### src/ccsu_pkg.sv
// Package with command codes, status bit positions, reset values and carrier types.
package ccsu_pkg;

  // ----------------------------------------
  // Commands
  // ----------------------------------------
  typedef enum logic [3:0] {
    CMD_CLS   = 4'h0,
    CMD_ESE   = 4'h1,
    CMD_ESE_Q = 4'h2,
    CMD_ESR_Q = 4'h3,
    CMD_IDN_Q = 4'h4,
    CMD_OPC   = 4'h5,
    CMD_OPC_Q = 4'h6,
    CMD_OPT_Q = 4'h7,
    CMD_RCL   = 4'h8,
    CMD_RST   = 4'h9,
    CMD_SAV   = 4'hA,
    CMD_SRE   = 4'hB,
    CMD_SRE_Q = 4'hC,
    CMD_STB_Q = 4'hD,
    CMD_TRG   = 4'hE
  } cmd_code_t;

  typedef struct packed {
    cmd_code_t code;
    logic [7:0] arg;
  } cmd_t;

  typedef struct packed {
    logic [7:0] data;
    logic last;
    logic empty;
  } rsp_t;

  // ----------------------------------------
  // Status layout
  // ----------------------------------------
  localparam int EVT_OPC = 0;
  localparam int EVT_QUERY = 2;
  localparam int EVT_DEVICE = 3;
  localparam int EVT_EXEC = 4;
  localparam int EVT_COMMAND = 5;
  localparam int EVT_POWER = 7;
  localparam logic [7:0] EVT_USED = 8'hBD;
  localparam logic [7:0] EVT_EXT = 8'h3C;
  localparam logic [7:0] ESR_RESET = 8'h80;
  localparam logic [7:0] ESE_RESET = 8'h00;
  localparam int STB_DEV = 1;
  localparam int STB_QUEUE = 2;
  localparam int STB_QUEST = 3;
  localparam int STB_MAV = 4;
  localparam int STB_ESB = 5;
  localparam int STB_MSS = 6;
  localparam int STB_OPER = 7;
  localparam logic [7:0] SRE_STORED = 8'hBF;
  localparam logic [7:0] SRE_RESET = 8'h00;

  // ----------------------------------------
  // Configuration slots and errors
  // ----------------------------------------
  localparam int CFG_W = 16;
  localparam int SLOT_COUNT = 10;
  localparam logic [7:0] SLOT_MAX = 8'h09;
  localparam logic [CFG_W-1:0] CFG_POWERUP = 16'h0000;
  localparam logic [9:0] SLOT_VALID_RESET = 10'h000;
  localparam logic [7:0] ERR_NO_SAVED = 8'd115;
  localparam logic [7:0] ERR_TRIGGER = 8'd210;
  localparam logic [7:0] ERR_RANGE = 8'd222;

  // ----------------------------------------
  // Identification, values are arbitrary
  // ----------------------------------------
  localparam logic [7:0] ID_MAKER = 8'h4D;
  localparam logic [7:0] ID_PRODUCT = 8'h50;
  localparam logic [7:0] ID_SERIAL = 8'h31;
  localparam logic [7:0] ID_FIRMWARE = 8'h46;
  localparam logic [7:0] ID_DEVICE = 8'h44;
  localparam logic [7:0] ID_COMMA = 8'h2C;
  localparam logic [3:0] ID_LAST_IDX = 4'h8;

endpackage

### src/common_command_status_unit.sv
// Common command interpreter with event status, status byte and configuration slots.
//
// Behaviour
// [RL1] Clear-status zeroes the event register and pulses clear to outside summaries.
// [RL2] Event enable write stores a mask; one enables the matching event bit.
// [RL3] Event enable parameter 0 to 255 maps straight onto eight mask bits.
// [RL4] Event enable query returns the stored mask unchanged.
// [RL5] Event status query returns the value then clears the register.
// [RL6] Event bits: 0 opc, 2 query, 3 device, 4 exec, 5 command, 7 power.
// [RL7] After opc command, bit 0 sets only once pending operations finish.
// [RL8] Opc query answers 1 once all operations have finished.
// [RL9] Identify query returns five comma-separated fields.
// [RL10] Options query reports options, empty string when none installed.
// [RL11] Recall restores configuration from slot 0 to 9.
// [RL12] Recall of an empty slot flags error 115.
// [RL13] Reset command returns configuration to its power-up state.
// [RL14] Save accepts only slot 0 to 9, same slots as recall.
// [RL15] Service enable write stores bits 0 to 5 and 7; bit 6 stays zero.
// [RL16] Service enable bits: 1 device, 2 error queue, 3 questionable, 4 message, 5 event, 7 operation.
// [RL17] Service enable query returns the mask with bit 6 zero.
// [RL18] Status byte query puts master summary in bit 6.
// [RL19] Status bit 1 shows device condition, bit 2 non-empty error queue.
// [RL20] Status bit 4 shows an output message ready.
// [RL21] Status bit 3 questionable, bit 7 operation, bit 5 event summary.
// [RL22] Trigger fires only while waiting; otherwise ignored with error 210.
// [RL23] Output buffer empties after power-up, reset and system preset.
// [RL24] Status bit 5 is OR of event register AND event enable.
// [RL25] Event bits latch until read or clear-status.
`timescale 1ns/1ns
module common_command_status_unit
  import ccsu_pkg::*;
(
  input wire logic ref_clk,
  input wire logic sys_rst,
  input wire cmd_t cmd,
  input wire logic cmdValid,
  output logic cmdReady,
  output rsp_t rsp,
  output logic rspValid,
  input wire logic [7:0] evtIn,
  input wire logic opsBusy,
  input wire logic waitTrigger,
  input wire logic devCondition,
  input wire logic errQueueNotEmpty,
  input wire logic questCondition,
  input wire logic operCondition,
  input wire logic outMsgReady,
  input wire logic sysPreset,
  input wire logic [7:0] optionsInstalled,
  input wire logic cfgWrite,
  input wire logic [CFG_W-1:0] cfgWriteData,
  output logic [CFG_W-1:0] cfgState,
  output logic trigFire,
  output logic statusClear,
  output logic outBufClear,
  output logic errPush,
  output logic [7:0] errCode
);

  // ----------------------------------------
  // Command decode
  // ----------------------------------------
  typedef enum logic [1:0] {
    ST_IDLE = 2'b00,
    ST_IDN = 2'b01,
    ST_OPCQ = 2'b10
  } state_t;

  state_t state;
  logic take;
  logic [7:0] esr;
  logic [7:0] ese;
  logic [7:0] sre;
  logic [7:0] stb;
  logic opcArmed;
  logic opcSet;
  logic [3:0] idnIdx;
  logic [CFG_W-1:0] slots [SLOT_COUNT];
  logic [9:0] slotValid;
  logic slotInRange;
  logic recallEmpty;
  logic trigIgnored;
  logic [7:0] next_esrSet;
  logic [7:0] idnByte;

  assign cmdReady = (state == ST_IDLE);
  assign take = cmdValid && cmdReady;
  assign slotInRange = (cmd.arg <= SLOT_MAX);
  assign recallEmpty = take && cmd.code == CMD_RCL && slotInRange && !slotValid[cmd.arg[3:0]];
  assign trigIgnored = take && cmd.code == CMD_TRG && !waitTrigger;

  // ----------------------------------------
  // Status byte
  // ----------------------------------------
  always_comb begin
    stb = 8'h00;
    stb[STB_DEV] = devCondition; // see [RL19]
    stb[STB_QUEUE] = errQueueNotEmpty; // see [RL19]
    stb[STB_QUEST] = questCondition; // see [RL21]
    stb[STB_MAV] = outMsgReady; // see [RL20]
    stb[STB_ESB] = |(esr & ese); // see [RL24] [RL21]
    stb[STB_OPER] = operCondition; // see [RL21]
    stb[STB_MSS] = |(stb & sre & SRE_STORED); // see [RL18]
  end

  // ----------------------------------------
  // Standard event status
  // ----------------------------------------
  always_comb begin
    next_esrSet = evtIn & EVT_EXT; // see [RL6]
    next_esrSet[EVT_OPC] = opcSet; // see [RL7]
    if (recallEmpty || trigIgnored) begin
      next_esrSet[EVT_EXEC] = 1'b1;
    end
    if (take && (cmd.code == CMD_RCL || cmd.code == CMD_SAV) && !slotInRange) begin
      next_esrSet[EVT_EXEC] = 1'b1;
    end
  end

  // A new event in the cycle of a read or clear survives; it shows on the next read.
  always_ff @(posedge ref_clk or posedge sys_rst) begin
    if (sys_rst) begin
      esr <= ESR_RESET;
    end else if (take && (cmd.code == CMD_CLS || cmd.code == CMD_ESR_Q)) begin
      esr <= next_esrSet & EVT_USED; // see [RL1] [RL5] [RL25]
    end else begin
      esr <= (esr | next_esrSet) & EVT_USED; // see [RL25]
    end
  end

  always_ff @(posedge ref_clk or posedge sys_rst) begin
    if (sys_rst) begin
      ese <= ESE_RESET;
    end else if (take && cmd.code == CMD_ESE) begin
      ese <= cmd.arg; // see [RL2] [RL3]
    end
  end

  always_ff @(posedge ref_clk or posedge sys_rst) begin
    if (sys_rst) begin
      sre <= SRE_RESET;
    end else if (take && cmd.code == CMD_SRE) begin
      sre <= cmd.arg & SRE_STORED; // see [RL15] [RL16]
    end
  end

  // ----------------------------------------
  // Operation complete
  // ----------------------------------------
  assign opcSet = opcArmed && !opsBusy;

  always_ff @(posedge ref_clk or posedge sys_rst) begin
    if (sys_rst) begin
      opcArmed <= 1'b0;
    end else if (take && cmd.code == CMD_OPC) begin
      opcArmed <= 1'b1; // see [RL7]
    end else if (opcSet || (take && cmd.code == CMD_CLS)) begin
      opcArmed <= 1'b0;
    end
  end

  // ----------------------------------------
  // Configuration slots
  // ----------------------------------------
  always_ff @(posedge ref_clk or posedge sys_rst) begin
    if (sys_rst) begin
      cfgState <= CFG_POWERUP;
    end else if (take && cmd.code == CMD_RST) begin
      cfgState <= CFG_POWERUP; // see [RL13]
    end else if (take && cmd.code == CMD_RCL && slotInRange && slotValid[cmd.arg[3:0]]) begin
      cfgState <= slots[cmd.arg[3:0]]; // see [RL11]
    end else if (cfgWrite) begin
      cfgState <= cfgWriteData;
    end
  end

  // Slot contents need no reset; the valid bits guard every read of them.
  always_ff @(posedge ref_clk) begin
    if (take && cmd.code == CMD_SAV && slotInRange) begin
      slots[cmd.arg[3:0]] <= cfgState; // see [RL14]
    end
  end

  always_ff @(posedge ref_clk or posedge sys_rst) begin
    if (sys_rst) begin
      slotValid <= SLOT_VALID_RESET;
    end else if (take && cmd.code == CMD_SAV && slotInRange) begin
      slotValid[cmd.arg[3:0]] <= 1'b1; // see [RL14]
    end
  end

  // ----------------------------------------
  // Errors, trigger and clears
  // ----------------------------------------
  always_ff @(posedge ref_clk or posedge sys_rst) begin
    if (sys_rst) begin
      errPush <= 1'b0;
      errCode <= 8'h00;
    end else begin
      errPush <= 1'b0;
      if (recallEmpty) begin
        errPush <= 1'b1;
        errCode <= ERR_NO_SAVED; // see [RL12]
      end else if (trigIgnored) begin
        errPush <= 1'b1;
        errCode <= ERR_TRIGGER; // see [RL22]
      end else if (take && (cmd.code == CMD_RCL || cmd.code == CMD_SAV) && !slotInRange) begin
        errPush <= 1'b1;
        errCode <= ERR_RANGE; // see [RL14]
      end
    end
  end

  always_ff @(posedge ref_clk or posedge sys_rst) begin
    if (sys_rst) begin
      trigFire <= 1'b0;
    end else begin
      trigFire <= take && cmd.code == CMD_TRG && waitTrigger; // see [RL22]
    end
  end

  // The clear pulse is also raised out of reset so the buffer starts empty.
  always_ff @(posedge ref_clk or posedge sys_rst) begin
    if (sys_rst) begin
      outBufClear <= 1'b1;
      statusClear <= 1'b0;
    end else begin
      outBufClear <= (take && cmd.code == CMD_RST) || sysPreset; // see [RL23]
      statusClear <= take && cmd.code == CMD_CLS; // see [RL1]
    end
  end

  // ----------------------------------------
  // Responses
  // ----------------------------------------
  always_comb begin
    case (idnIdx)
      4'h0: idnByte = ID_MAKER;
      4'h2: idnByte = ID_PRODUCT;
      4'h4: idnByte = ID_SERIAL;
      4'h6: idnByte = ID_FIRMWARE;
      4'h8: idnByte = ID_DEVICE;
      default: idnByte = ID_COMMA;
    endcase
  end

  always_ff @(posedge ref_clk or posedge sys_rst) begin
    if (sys_rst) begin
      state <= ST_IDLE;
      idnIdx <= 4'h0;
    end else begin
      case (state)
        ST_IDLE: begin
          idnIdx <= 4'h0;
          if (take && cmd.code == CMD_IDN_Q) begin
            state <= ST_IDN;
          end else if (take && cmd.code == CMD_OPC_Q) begin
            state <= ST_OPCQ;
          end
        end
        ST_IDN: begin
          idnIdx <= idnIdx + 4'h1;
          if (idnIdx == ID_LAST_IDX) begin
            state <= ST_IDLE;
          end
        end
        ST_OPCQ: begin
          if (!opsBusy) begin
            state <= ST_IDLE;
          end
        end
        default: state <= ST_IDLE;
      endcase
    end
  end

  always_ff @(posedge ref_clk or posedge sys_rst) begin
    if (sys_rst) begin
      rspValid <= 1'b0;
      rsp <= '0;
    end else begin
      rspValid <= 1'b0;
      rsp <= '{data: 8'h00, last: 1'b1, empty: 1'b0};
      if (state == ST_IDN) begin
        rspValid <= 1'b1;
        rsp <= '{data: idnByte, last: idnIdx == ID_LAST_IDX, empty: 1'b0}; // see [RL9]
      end else if (state == ST_OPCQ && !opsBusy) begin
        rspValid <= 1'b1;
        rsp.data <= 8'h01; // see [RL8]
      end else if (take) begin
        case (cmd.code)
          CMD_ESE_Q: begin
            rspValid <= 1'b1;
            rsp.data <= ese; // see [RL4]
          end
          CMD_ESR_Q: begin
            rspValid <= 1'b1;
            rsp.data <= esr; // see [RL5]
          end
          CMD_SRE_Q: begin
            rspValid <= 1'b1;
            rsp.data <= sre & SRE_STORED; // see [RL17]
          end
          CMD_STB_Q: begin
            rspValid <= 1'b1;
            rsp.data <= stb; // see [RL18]
          end
          CMD_OPT_Q: begin
            rspValid <= 1'b1;
            rsp.data <= optionsInstalled;
            rsp.empty <= (optionsInstalled == 8'h00); // see [RL10]
          end
          default: rspValid <= 1'b0;
        endcase
      end
    end
  end

  // ----------------------------------------
  // Assertions
  // ----------------------------------------
  AST_CLS_ZERO: assert property (@(posedge ref_clk) disable iff (sys_rst) // see [RL1]
    take && cmd.code == CMD_CLS && next_esrSet == 8'h00 |=> esr == 8'h00 && statusClear)
    else $error("Clear-status left event bits set.");

  AST_ESE_STORE: assert property (@(posedge ref_clk) disable iff (sys_rst) // see [RL2]
    take && cmd.code == CMD_ESE |=> ese == $past(cmd.arg))
    else $error("Event enable not stored.");

  AST_ESE_READ: assert property (@(posedge ref_clk) disable iff (sys_rst) // see [RL4]
    take && cmd.code == CMD_ESE_Q |=> rspValid && rsp.data == ese)
    else $error("Event enable query wrong.");

  AST_ESR_READCLR: assert property (@(posedge ref_clk) disable iff (sys_rst) // see [RL5]
    take && cmd.code == CMD_ESR_Q && next_esrSet == 8'h00 |=>
    rspValid && rsp.data == $past(esr) && esr == 8'h00)
    else $error("Event status read did not clear.");

  AST_ESR_UNUSED: assert property (@(posedge ref_clk) disable iff (sys_rst) // see [RL6]
    esr[1] == 1'b0 && esr[6] == 1'b0)
    else $error("Unused event bit set.");

  AST_OPC_WAIT: assert property (@(posedge ref_clk) disable iff (sys_rst) // see [RL7]
    opcArmed && opsBusy |=> !$rose(esr[EVT_OPC]) || !$past(opsBusy))
    else $error("Operation complete set while busy.");

  AST_OPCQ_ONE: assert property (@(posedge ref_clk) disable iff (sys_rst) // see [RL8]
    state == ST_OPCQ && !opsBusy |=> rspValid && rsp.data == 8'h01 && state == ST_IDLE)
    else $error("Operation complete query answer wrong.");

  AST_IDN_LEN: assert property (@(posedge ref_clk) disable iff (sys_rst) // see [RL9]
    take && cmd.code == CMD_IDN_Q |=> ##1 rspValid [*8] ##1 rspValid && rsp.last)
    else $error("Identify stream not nine bytes.");

  AST_RCL_EMPTY: assert property (@(posedge ref_clk) disable iff (sys_rst) // see [RL12]
    recallEmpty |=> errPush && errCode == ERR_NO_SAVED && $stable(cfgState))
    else $error("Empty recall not flagged.");

  AST_RST_CFG: assert property (@(posedge ref_clk) disable iff (sys_rst) // see [RL13]
    take && cmd.code == CMD_RST |=> cfgState == CFG_POWERUP && outBufClear)
    else $error("Reset did not restore power-up state.");

  AST_SRE_BIT6: assert property (@(posedge ref_clk) disable iff (sys_rst) // see [RL15]
    take && cmd.code == CMD_SRE |=> sre == ($past(cmd.arg) & 8'hBF))
    else $error("Service enable stored wrong.");

  AST_MSS: assert property (@(posedge ref_clk) disable iff (sys_rst) // see [RL18]
    take && cmd.code == CMD_STB_Q && (stb & sre & 8'hBF) != 8'h00 |=> rsp.data[6])
    else $error("Master summary missing.");

  AST_ESB: assert property (@(posedge ref_clk) disable iff (sys_rst) // see [RL24]
    stb[STB_ESB] == |(esr & ese))
    else $error("Event summary wrong.");

  AST_TRG_IGNORE: assert property (@(posedge ref_clk) disable iff (sys_rst) // see [RL22]
    trigIgnored |=> !trigFire && errPush && errCode == ERR_TRIGGER)
    else $error("Ignored trigger not flagged.");

endmodule

### config.mk
export PLATFORM = sky130hd
export DESIGN_NAME = common_command_status_unit
export DESIGN_NICKNAME = d
export VERILOG_FILES = /design/src/ccsu_pkg.sv /design/src/common_command_status_unit.sv
export SDC_FILE = /design/constraint.sdc
export NUM_CORES = 1
export LEC_CHECK = 0
export BUFFER_PORTS_ARGS = -buffer_cell sky130_fd_sc_hd__buf_2
export CORE_MARGIN = 5
export CORE_UTILIZATION = 50
export DETAILED_ROUTE_END_ITERATION = 12
export PLACE_DENSITY = 0.69
export SLEW_MARGIN = 10
export SYNTH_ARGS = -nofsm -noshare
export SYNTH_HDL_FRONTEND = slang
export SYNTH_SLANG_ARGS = --single-unit
### constraint.sdc
create_clock -name ref_clk -period 10.3 [get_ports ref_clk]
set_clock_uncertainty 0.15 [all_clocks]
set_input_delay 1.03 -clock ref_clk [delete_from_list [all_inputs] [get_ports ref_clk]]
set_output_delay 1.03 -clock ref_clk [all_outputs]
set_load 0.1 [all_outputs]
# After elaboration in Yosys (flattened, before gate mapping)
# Memories as Yosys holds them, arrays and structs flattened.
# Cells that the tools add are included.
[totals] ramBits=160 output_inout_bits=40 regBits=79 memories=1
[memory_table] name="slots" depth=10 word_bits=16 rd=1 rd_ports_with_merged_regs=0 wr=1 line_no="common_command_status_unit.sv:78" text="logic [CFG_W-1:0] slots [SLOT_COUNT];"
[op_classes] n_mux=40 n_lt_le_gt_ge=3 bitwise=4 reduce_logical=44 n_addsub=1 n_eq_ne=23
[ops] op="$mux 8" n=7
[ops] op="$mux 16" n=3
[ops] op="$pmux 8 s5" n=1
[ops] op="$pmux 7 s5" n=1
[ops] op="$eq 4x4->1 const B" n=8
[ops] op="$eq 4x3->1 const B" n=6
[ops] op="$logic_and 1x1->1" n=23
[ops] op="$mux 1" n=20
[ops] op="$and 8x8->8" n=2
[ops] op="$eq 4x2->1 const B" n=3
[ops] op="$or 10x10->10" n=1
[ops] op="$le 8x4->1 const B" n=1
[ops] op="$logic_not 4->1" n=2
[ops] op="$logic_not 8->1" n=1
[ops] op="$mux 2" n=4
[ops] op="$or 8x6->8" n=1
[ops] op="$pmux 4 s2" n=1
[ops] op="$reduce_or 8->1" n=1
[ops] op="$reduce_or 7->1" n=1
[ops] op="$pmux 2 s3" n=1
[ops] op="$reduce_bool 3->1" n=2
[ops] op="$logic_or 1x1->1" n=5
[ops] op="$lt 4x5->1 const B" n=1
[ops] op="$reduce_or 5->1" n=1
[ops] op="13 further kinds" n=18

# Depth between registers and ports, before layout
[logic_depth] word_depth=10 mapped_depth=7 mapped_depth_nobuf=6

# Worst setup path before layout
# Ideal clock, no wire load.
[synth_path] path_type="input to register" startpoint="input port cmd[1] (netlist name)" endpoint="memory slots[2][0] (enable)" path_buffers=3 required_time_ns=9.718 path_slack_ns=6.113 path_stages=5 t_arrival_ns=3.605 setup_time_ns=0.432 path_cell_list="clkbuf_1 -> buf_2 -> buf_2 -> nand2_1 -> nor4_1"
[synth_between] elab_chain_cells=4
[synth_lines] item="from (decl)" line_no="common_command_status_unit.sv:35" text="input wire cmd_t cmd,"
[synth_lines] item="$le 8x4->1" line_no="common_command_status_unit.sv:88" text="assign slotInRange = (cmd.arg <= SLOT_MAX);"
[synth_lines] item="$logic_and 1x1->1" line_no="common_command_status_unit.sv:179" text="if (take && cmd.code == CMD_SAV && slotInRange) begin"
[synth_lines] item="$mux 1" line_no="common_command_status_unit.sv:179"
[synth_lines] item="$mux 1 (not written as such)" line_no="common_command_status_unit.sv:180" text="slots[cmd.arg[3:0]] <= cfgState;"
[synth_lines] item="to (decl)" line_no="common_command_status_unit.sv:78"
# Several ways; a longest one is shown, not always the timed one.

# Worst setup path after layout
[layout_path] startpoint="input port cmd[0] (netlist name)" endpoint="register cfgState[12]"
[layout_between] elab_chain_cells=5 elab_cells_between_ends=9 classes_between="order compare (1); mux (4); reduce/logical (3); memory (1)"
[layout_lines] item="$le 8x4->1 or $bmux 1 s4 (tied branches)" line_no="common_command_status_unit.sv:88, common_command_status_unit.sv:170"
[layout_lines] item="$logic_and 1x1->1 or $mux 1 (tied branches)" line_no="common_command_status_unit.sv:170" text="end else if (take && cmd.code == CMD_RCL && slotInRange && slotValid[cmd.arg[3:0]]) begin"
[layout_lines] item="$logic_and 1x1->1" line_no="common_command_status_unit.sv:170"
[layout_lines] item="$mux 16" line_no="common_command_status_unit.sv:170"
[layout_lines] item="$mux 16" line_no="common_command_status_unit.sv:168" text="end else if (take && cmd.code == CMD_RST) begin"
[layout_lines] item="to (signal assigned)" line_no="common_command_status_unit.sv:171" text="cfgState <= slots[cmd.arg[3:0]];"
[layout_lines] item="to (signal assigned)" line_no="common_command_status_unit.sv:173" text="cfgState <= cfgWriteData;"
[layout_lines] item="to (decl)" line_no="common_command_status_unit.sv:52" text="output logic [CFG_W-1:0] cfgState,"
# Several ways; a longest one is shown, not always the timed one. The select of a mux whose other input is x is not followed.
# A chain may end at the register's enable or synchronous reset.

==> impl_metrics.py <==
metrics = {
    "global_route": {
        "gr-total-overflow": 0,
        "antenna_found_initial": 0,
        "grt_pass1_vias": 6245,
        "grt_max_degree": 74,
        "track_usage_pct": 19.6,
        "grt_pass1_wl_um": 35900,
    },
    "synthesis": {
        "syn_avg_cell_area_um2": 15.1,
        "synth_seq_area_share_pct": 66.0,
        "synthDistinctLibCells": 60,
        "syn_inst": 665,
        "ys_ff_latch": 233,
        "synth_area_mm2": 0.0101,
        "yosys.cell_count.top_type": "edfxtp_1",
        "synthArstFlopShare_pct": 31.3,
        "synth-edff-count": 160,
        "synth_top_cell_area_share_pct": 47.8,
        "synth_largest_area_cell": "edfxtp_1",
        "yosys_warnings": 0,
        "synthesis.nets": 724,
        "synth.area.top_cells": "edfxtp_1, dfrtp_1, mux2_2",
        "synth_common_cells": "edfxtp_1, dfrtp_1, mux2_2",
        "synth-main-ff-cell": "edfxtp_1",
    },
    "drt": {
        "drt_pre_antenna_iters": 6,
        "dr_total_vias": 6120,
        "drc": 0,
        "ant_nets": 0,
        "vias_per_cell": 5.94,
        "drt-total-wl_um": 23200,
        "drt_iter0_markers": 569,
        "wl_per_cell_um": 22.5,
    },
    "clocking": {
        "cts_tree": "built",
        "cts_buffers": 24,
        "cts_hold_buffers": 0,
        "clk_pin_slew_ns": 0.06,
        "cts_buffer_depth": 3,
        "cts_resized": 0,
        "post_cts_buffers": 0,
        "cts_root_buf": "clkbuf_16",
        "clk_latency_ns": 0.51,
        "cts_sinks": 233,
        "htreeDepth": 1,
    },
    "setup_path": {
        "path_cells": "buf_2, buf_4, nand3b_1, o32a_1, a311oi_4, buf_4, mux2i_1",
        "rr_endpoint": "slots[9][5]",
        "path_class": "in -> reg",
        "cp_common_cell": "buf_4",
        "ff2ff_setup_slack_ns": 6.49,
        "cp_data_arrival_time_ns": 4.39,
        "crit_slowest_cell": "a311oi_4",
        "critPathMaxFanout": 63,
        "crit_start": "cmd[0]",
        "cp-endpoint": "cfgState[12]",
        "r2r-start": "state[1]",
        "endpoint_kind": "flip-flop",
        "max_stage_delay_ns": 0.84,
        "reg2reg_depth": 5,
        "cp.required_ns": 10.57,
        "startpoint_type": "input port",
    },
    "run": {
        "drv_cap": 0,
    },
    "die": {
        "dieArea_mm2": 0.0230,
        "rows": 51,
        "core-area_mm2": 0.0197,
        "die_y_um": 152,
        "initial_core_util_pct": 51.2,
        "io_pins": 96,
        "die_w_um": 152,
    },
    "timing": {
        "fin_crit_sh_pct": 40.0,
        "slew_headroom_pct": 21.8,
        "holdWs_ns": 0.319,
        "tns_ns": 0,
        "tightest_slew_ns": 1.17,
        "finalHoldViolCount": 0,
        "setup_viol_count_final": 0,
        "fmax_mhz": 243,
        "rsz0062_at_grt": "no",
        "final_max_slew_viol_count": 0,
        "finalCriticalPeriod_ns": 4.12,
    },
    "placed_design": {
        "place_congestion": 0.904,
        "portBuffers": 91,
        "hpwlAfterDp_um": 14200,
    },
    "power": {
        "peakVddDrop_uv": 149,
        "cellPowerDensity_mw_per_mm2": 223,
        "p_leak_uw": 0.00433,
    },
    "final_layout": {
        "syn_to_final_growth_pct": 15.7,
        "drive_gt1_share_pct": 32.0,
        "fin_util_pct": 59.2,
        "antenna_cells": 0,
        "nets": 807,
    },
    "hold_path": {
        "hp-class": "reg -> reg",
    },
    "status": {
        "status": "completed",
    },
}
==> how the worst min path moves through the flow <==
stage | start | end | depth (start not counted)
2_1_floorplan | slotValid[2] | slotValid[2] | 1
3_3_place_gp | slotValid[2] | slotValid[2] | 1
3_5_place_dp | slotValid[3] | slotValid[3] | 1
4_1_cts | slotValid[3] | slotValid[3] | 1
5_1_grt | slotValid[1] | slotValid[1] | 1
6_report | slotValid[3] | slotValid[3] | 1
==> sequential cells by signal, indices dropped and copies added, names as in the netlist <==
signal	flops
cfgState	16
errCode	4
errPush	1
ese	8
esr	6
idnIdx	4
opcArmed	1
outBufClear	1
rsp	10
rspValid	1
slotValid	10
slots	160
sre	7
state	2
statusClear	1
trigFire	1
==> through the flow <==
| step | power, µW | std cells | area (µm²) | setup slack, ns |
|---|---|---|---|---|
| 3_3_place_gp | 1630 | 987 | 10700 | 5.77 |
| 5_1_grt | 2690 | 1030 | 11600 | 6.04 |
| 2_1_floorplan | 1540 | 665 | 10100 | 6.11 |
| 3_5_place_dp | 1640 | 987 | 10700 | 5.68 |
| 6_report | 2600 | 1030 | 11600 | 6.18 |
| 4_1_cts | 2610 | 1030 | 11600 | 6.21 |
==> critical path, delay by kind of cell <==
family	cells	cell delay, ns
AO/OA/AOI/OAI	2	1.28
AND/OR/NAND/NOR	1	0.70
buffers and inverters	3	1.09
multiplexers	1	0.23
==> layout make-up <==
type | count | area, µm²
Sequential cell | 233 | 6630
Clock inverter | 8 | 215
Fill cell | 1572 | 8030
Multi-Input combinational cell | 376 | 3170
Tap cell | 265 | 332
Timing Repair Buffer | 105 | 561
Clock buffer | 35 | 683
Inverter | 8 | 31.3
==> report_power, final <==
| part | leakage (µW) | switching (µW) | internal, µW |
|---|---|---|---|
| clock | 0.000435 | 342 | 634 |
| combinational | 0.00155 | 358 | 122 |
| sequential | 0.00235 | 63.7 | 1080 |
==> layout by cell type, fill, tap and decap left out, types with 3 or more instances in the layout <==
cell type / netlist / layout
mux2i_1: 39 / 39
mux2_2: 50 / 50
a21oi_1: 21 / 21
ha_1: 3 / 3
or2_2: 5 / 5
clkbuf_16: 0 / 25
buf_4: 4 / 14
mux4_2: 18 / 18
nand2_1: 34 / 34
buf_2: 4 / 91
and3_1: 3 / 3
nor2b_1: 28 / 28
a222oi_1: 5 / 5
a221oi_1: 3 / 3
nor2_1: 19 / 19
dfrtp_1: 71 / 71
clkbuf_1: 30 / 8
nand3b_1: 17 / 17
a21o_1: 4 / 4
o211ai_1: 17 / 17
nor4_1: 6 / 4
inv_1: 8 / 7
nand3_1: 7 / 7
o21bai_1: 4 / 4
o22ai_1: 3 / 3
a22o_1: 9 / 9
a22oi_1: 5 / 5
o21ai_0: 11 / 11
edfxtp_1: 160 / 160
o221a_2: 15 / 15
nand2b_1: 9 / 9
bufinv_16: 0 / 7
nor3_1: 5 / 5
==> per-layer routing <==
layer / track usage (%) / wire [µm] / vias to the layer above
met5: 0 / 0 / -
met3: 3.32 / 1330 / 31
met4: 3.94 / 436 / 0
li1: - / - / 2747
met1: 27.4 / 9900 / 3113
met2: 32.8 / 11500 / 229
==> cells by family (layout without fill, tap and decap cells) <==
kind of cell / after synthesis / after routing / share of synthesized area (%)
flip-flops: 233 / 233 / 66.0
AND/OR/NAND/NOR: 152 / 152 / 8.56
adder cells (fa/ha/maj): 3 / 3 / 0.373
multiplexers: 107 / 107 / 13.5
buffers and inverters: 56 / 156 / 2.59
AO/OA/AOI/OAI: 114 / 114 / 8.98
(Power assumes the default switching activity.)
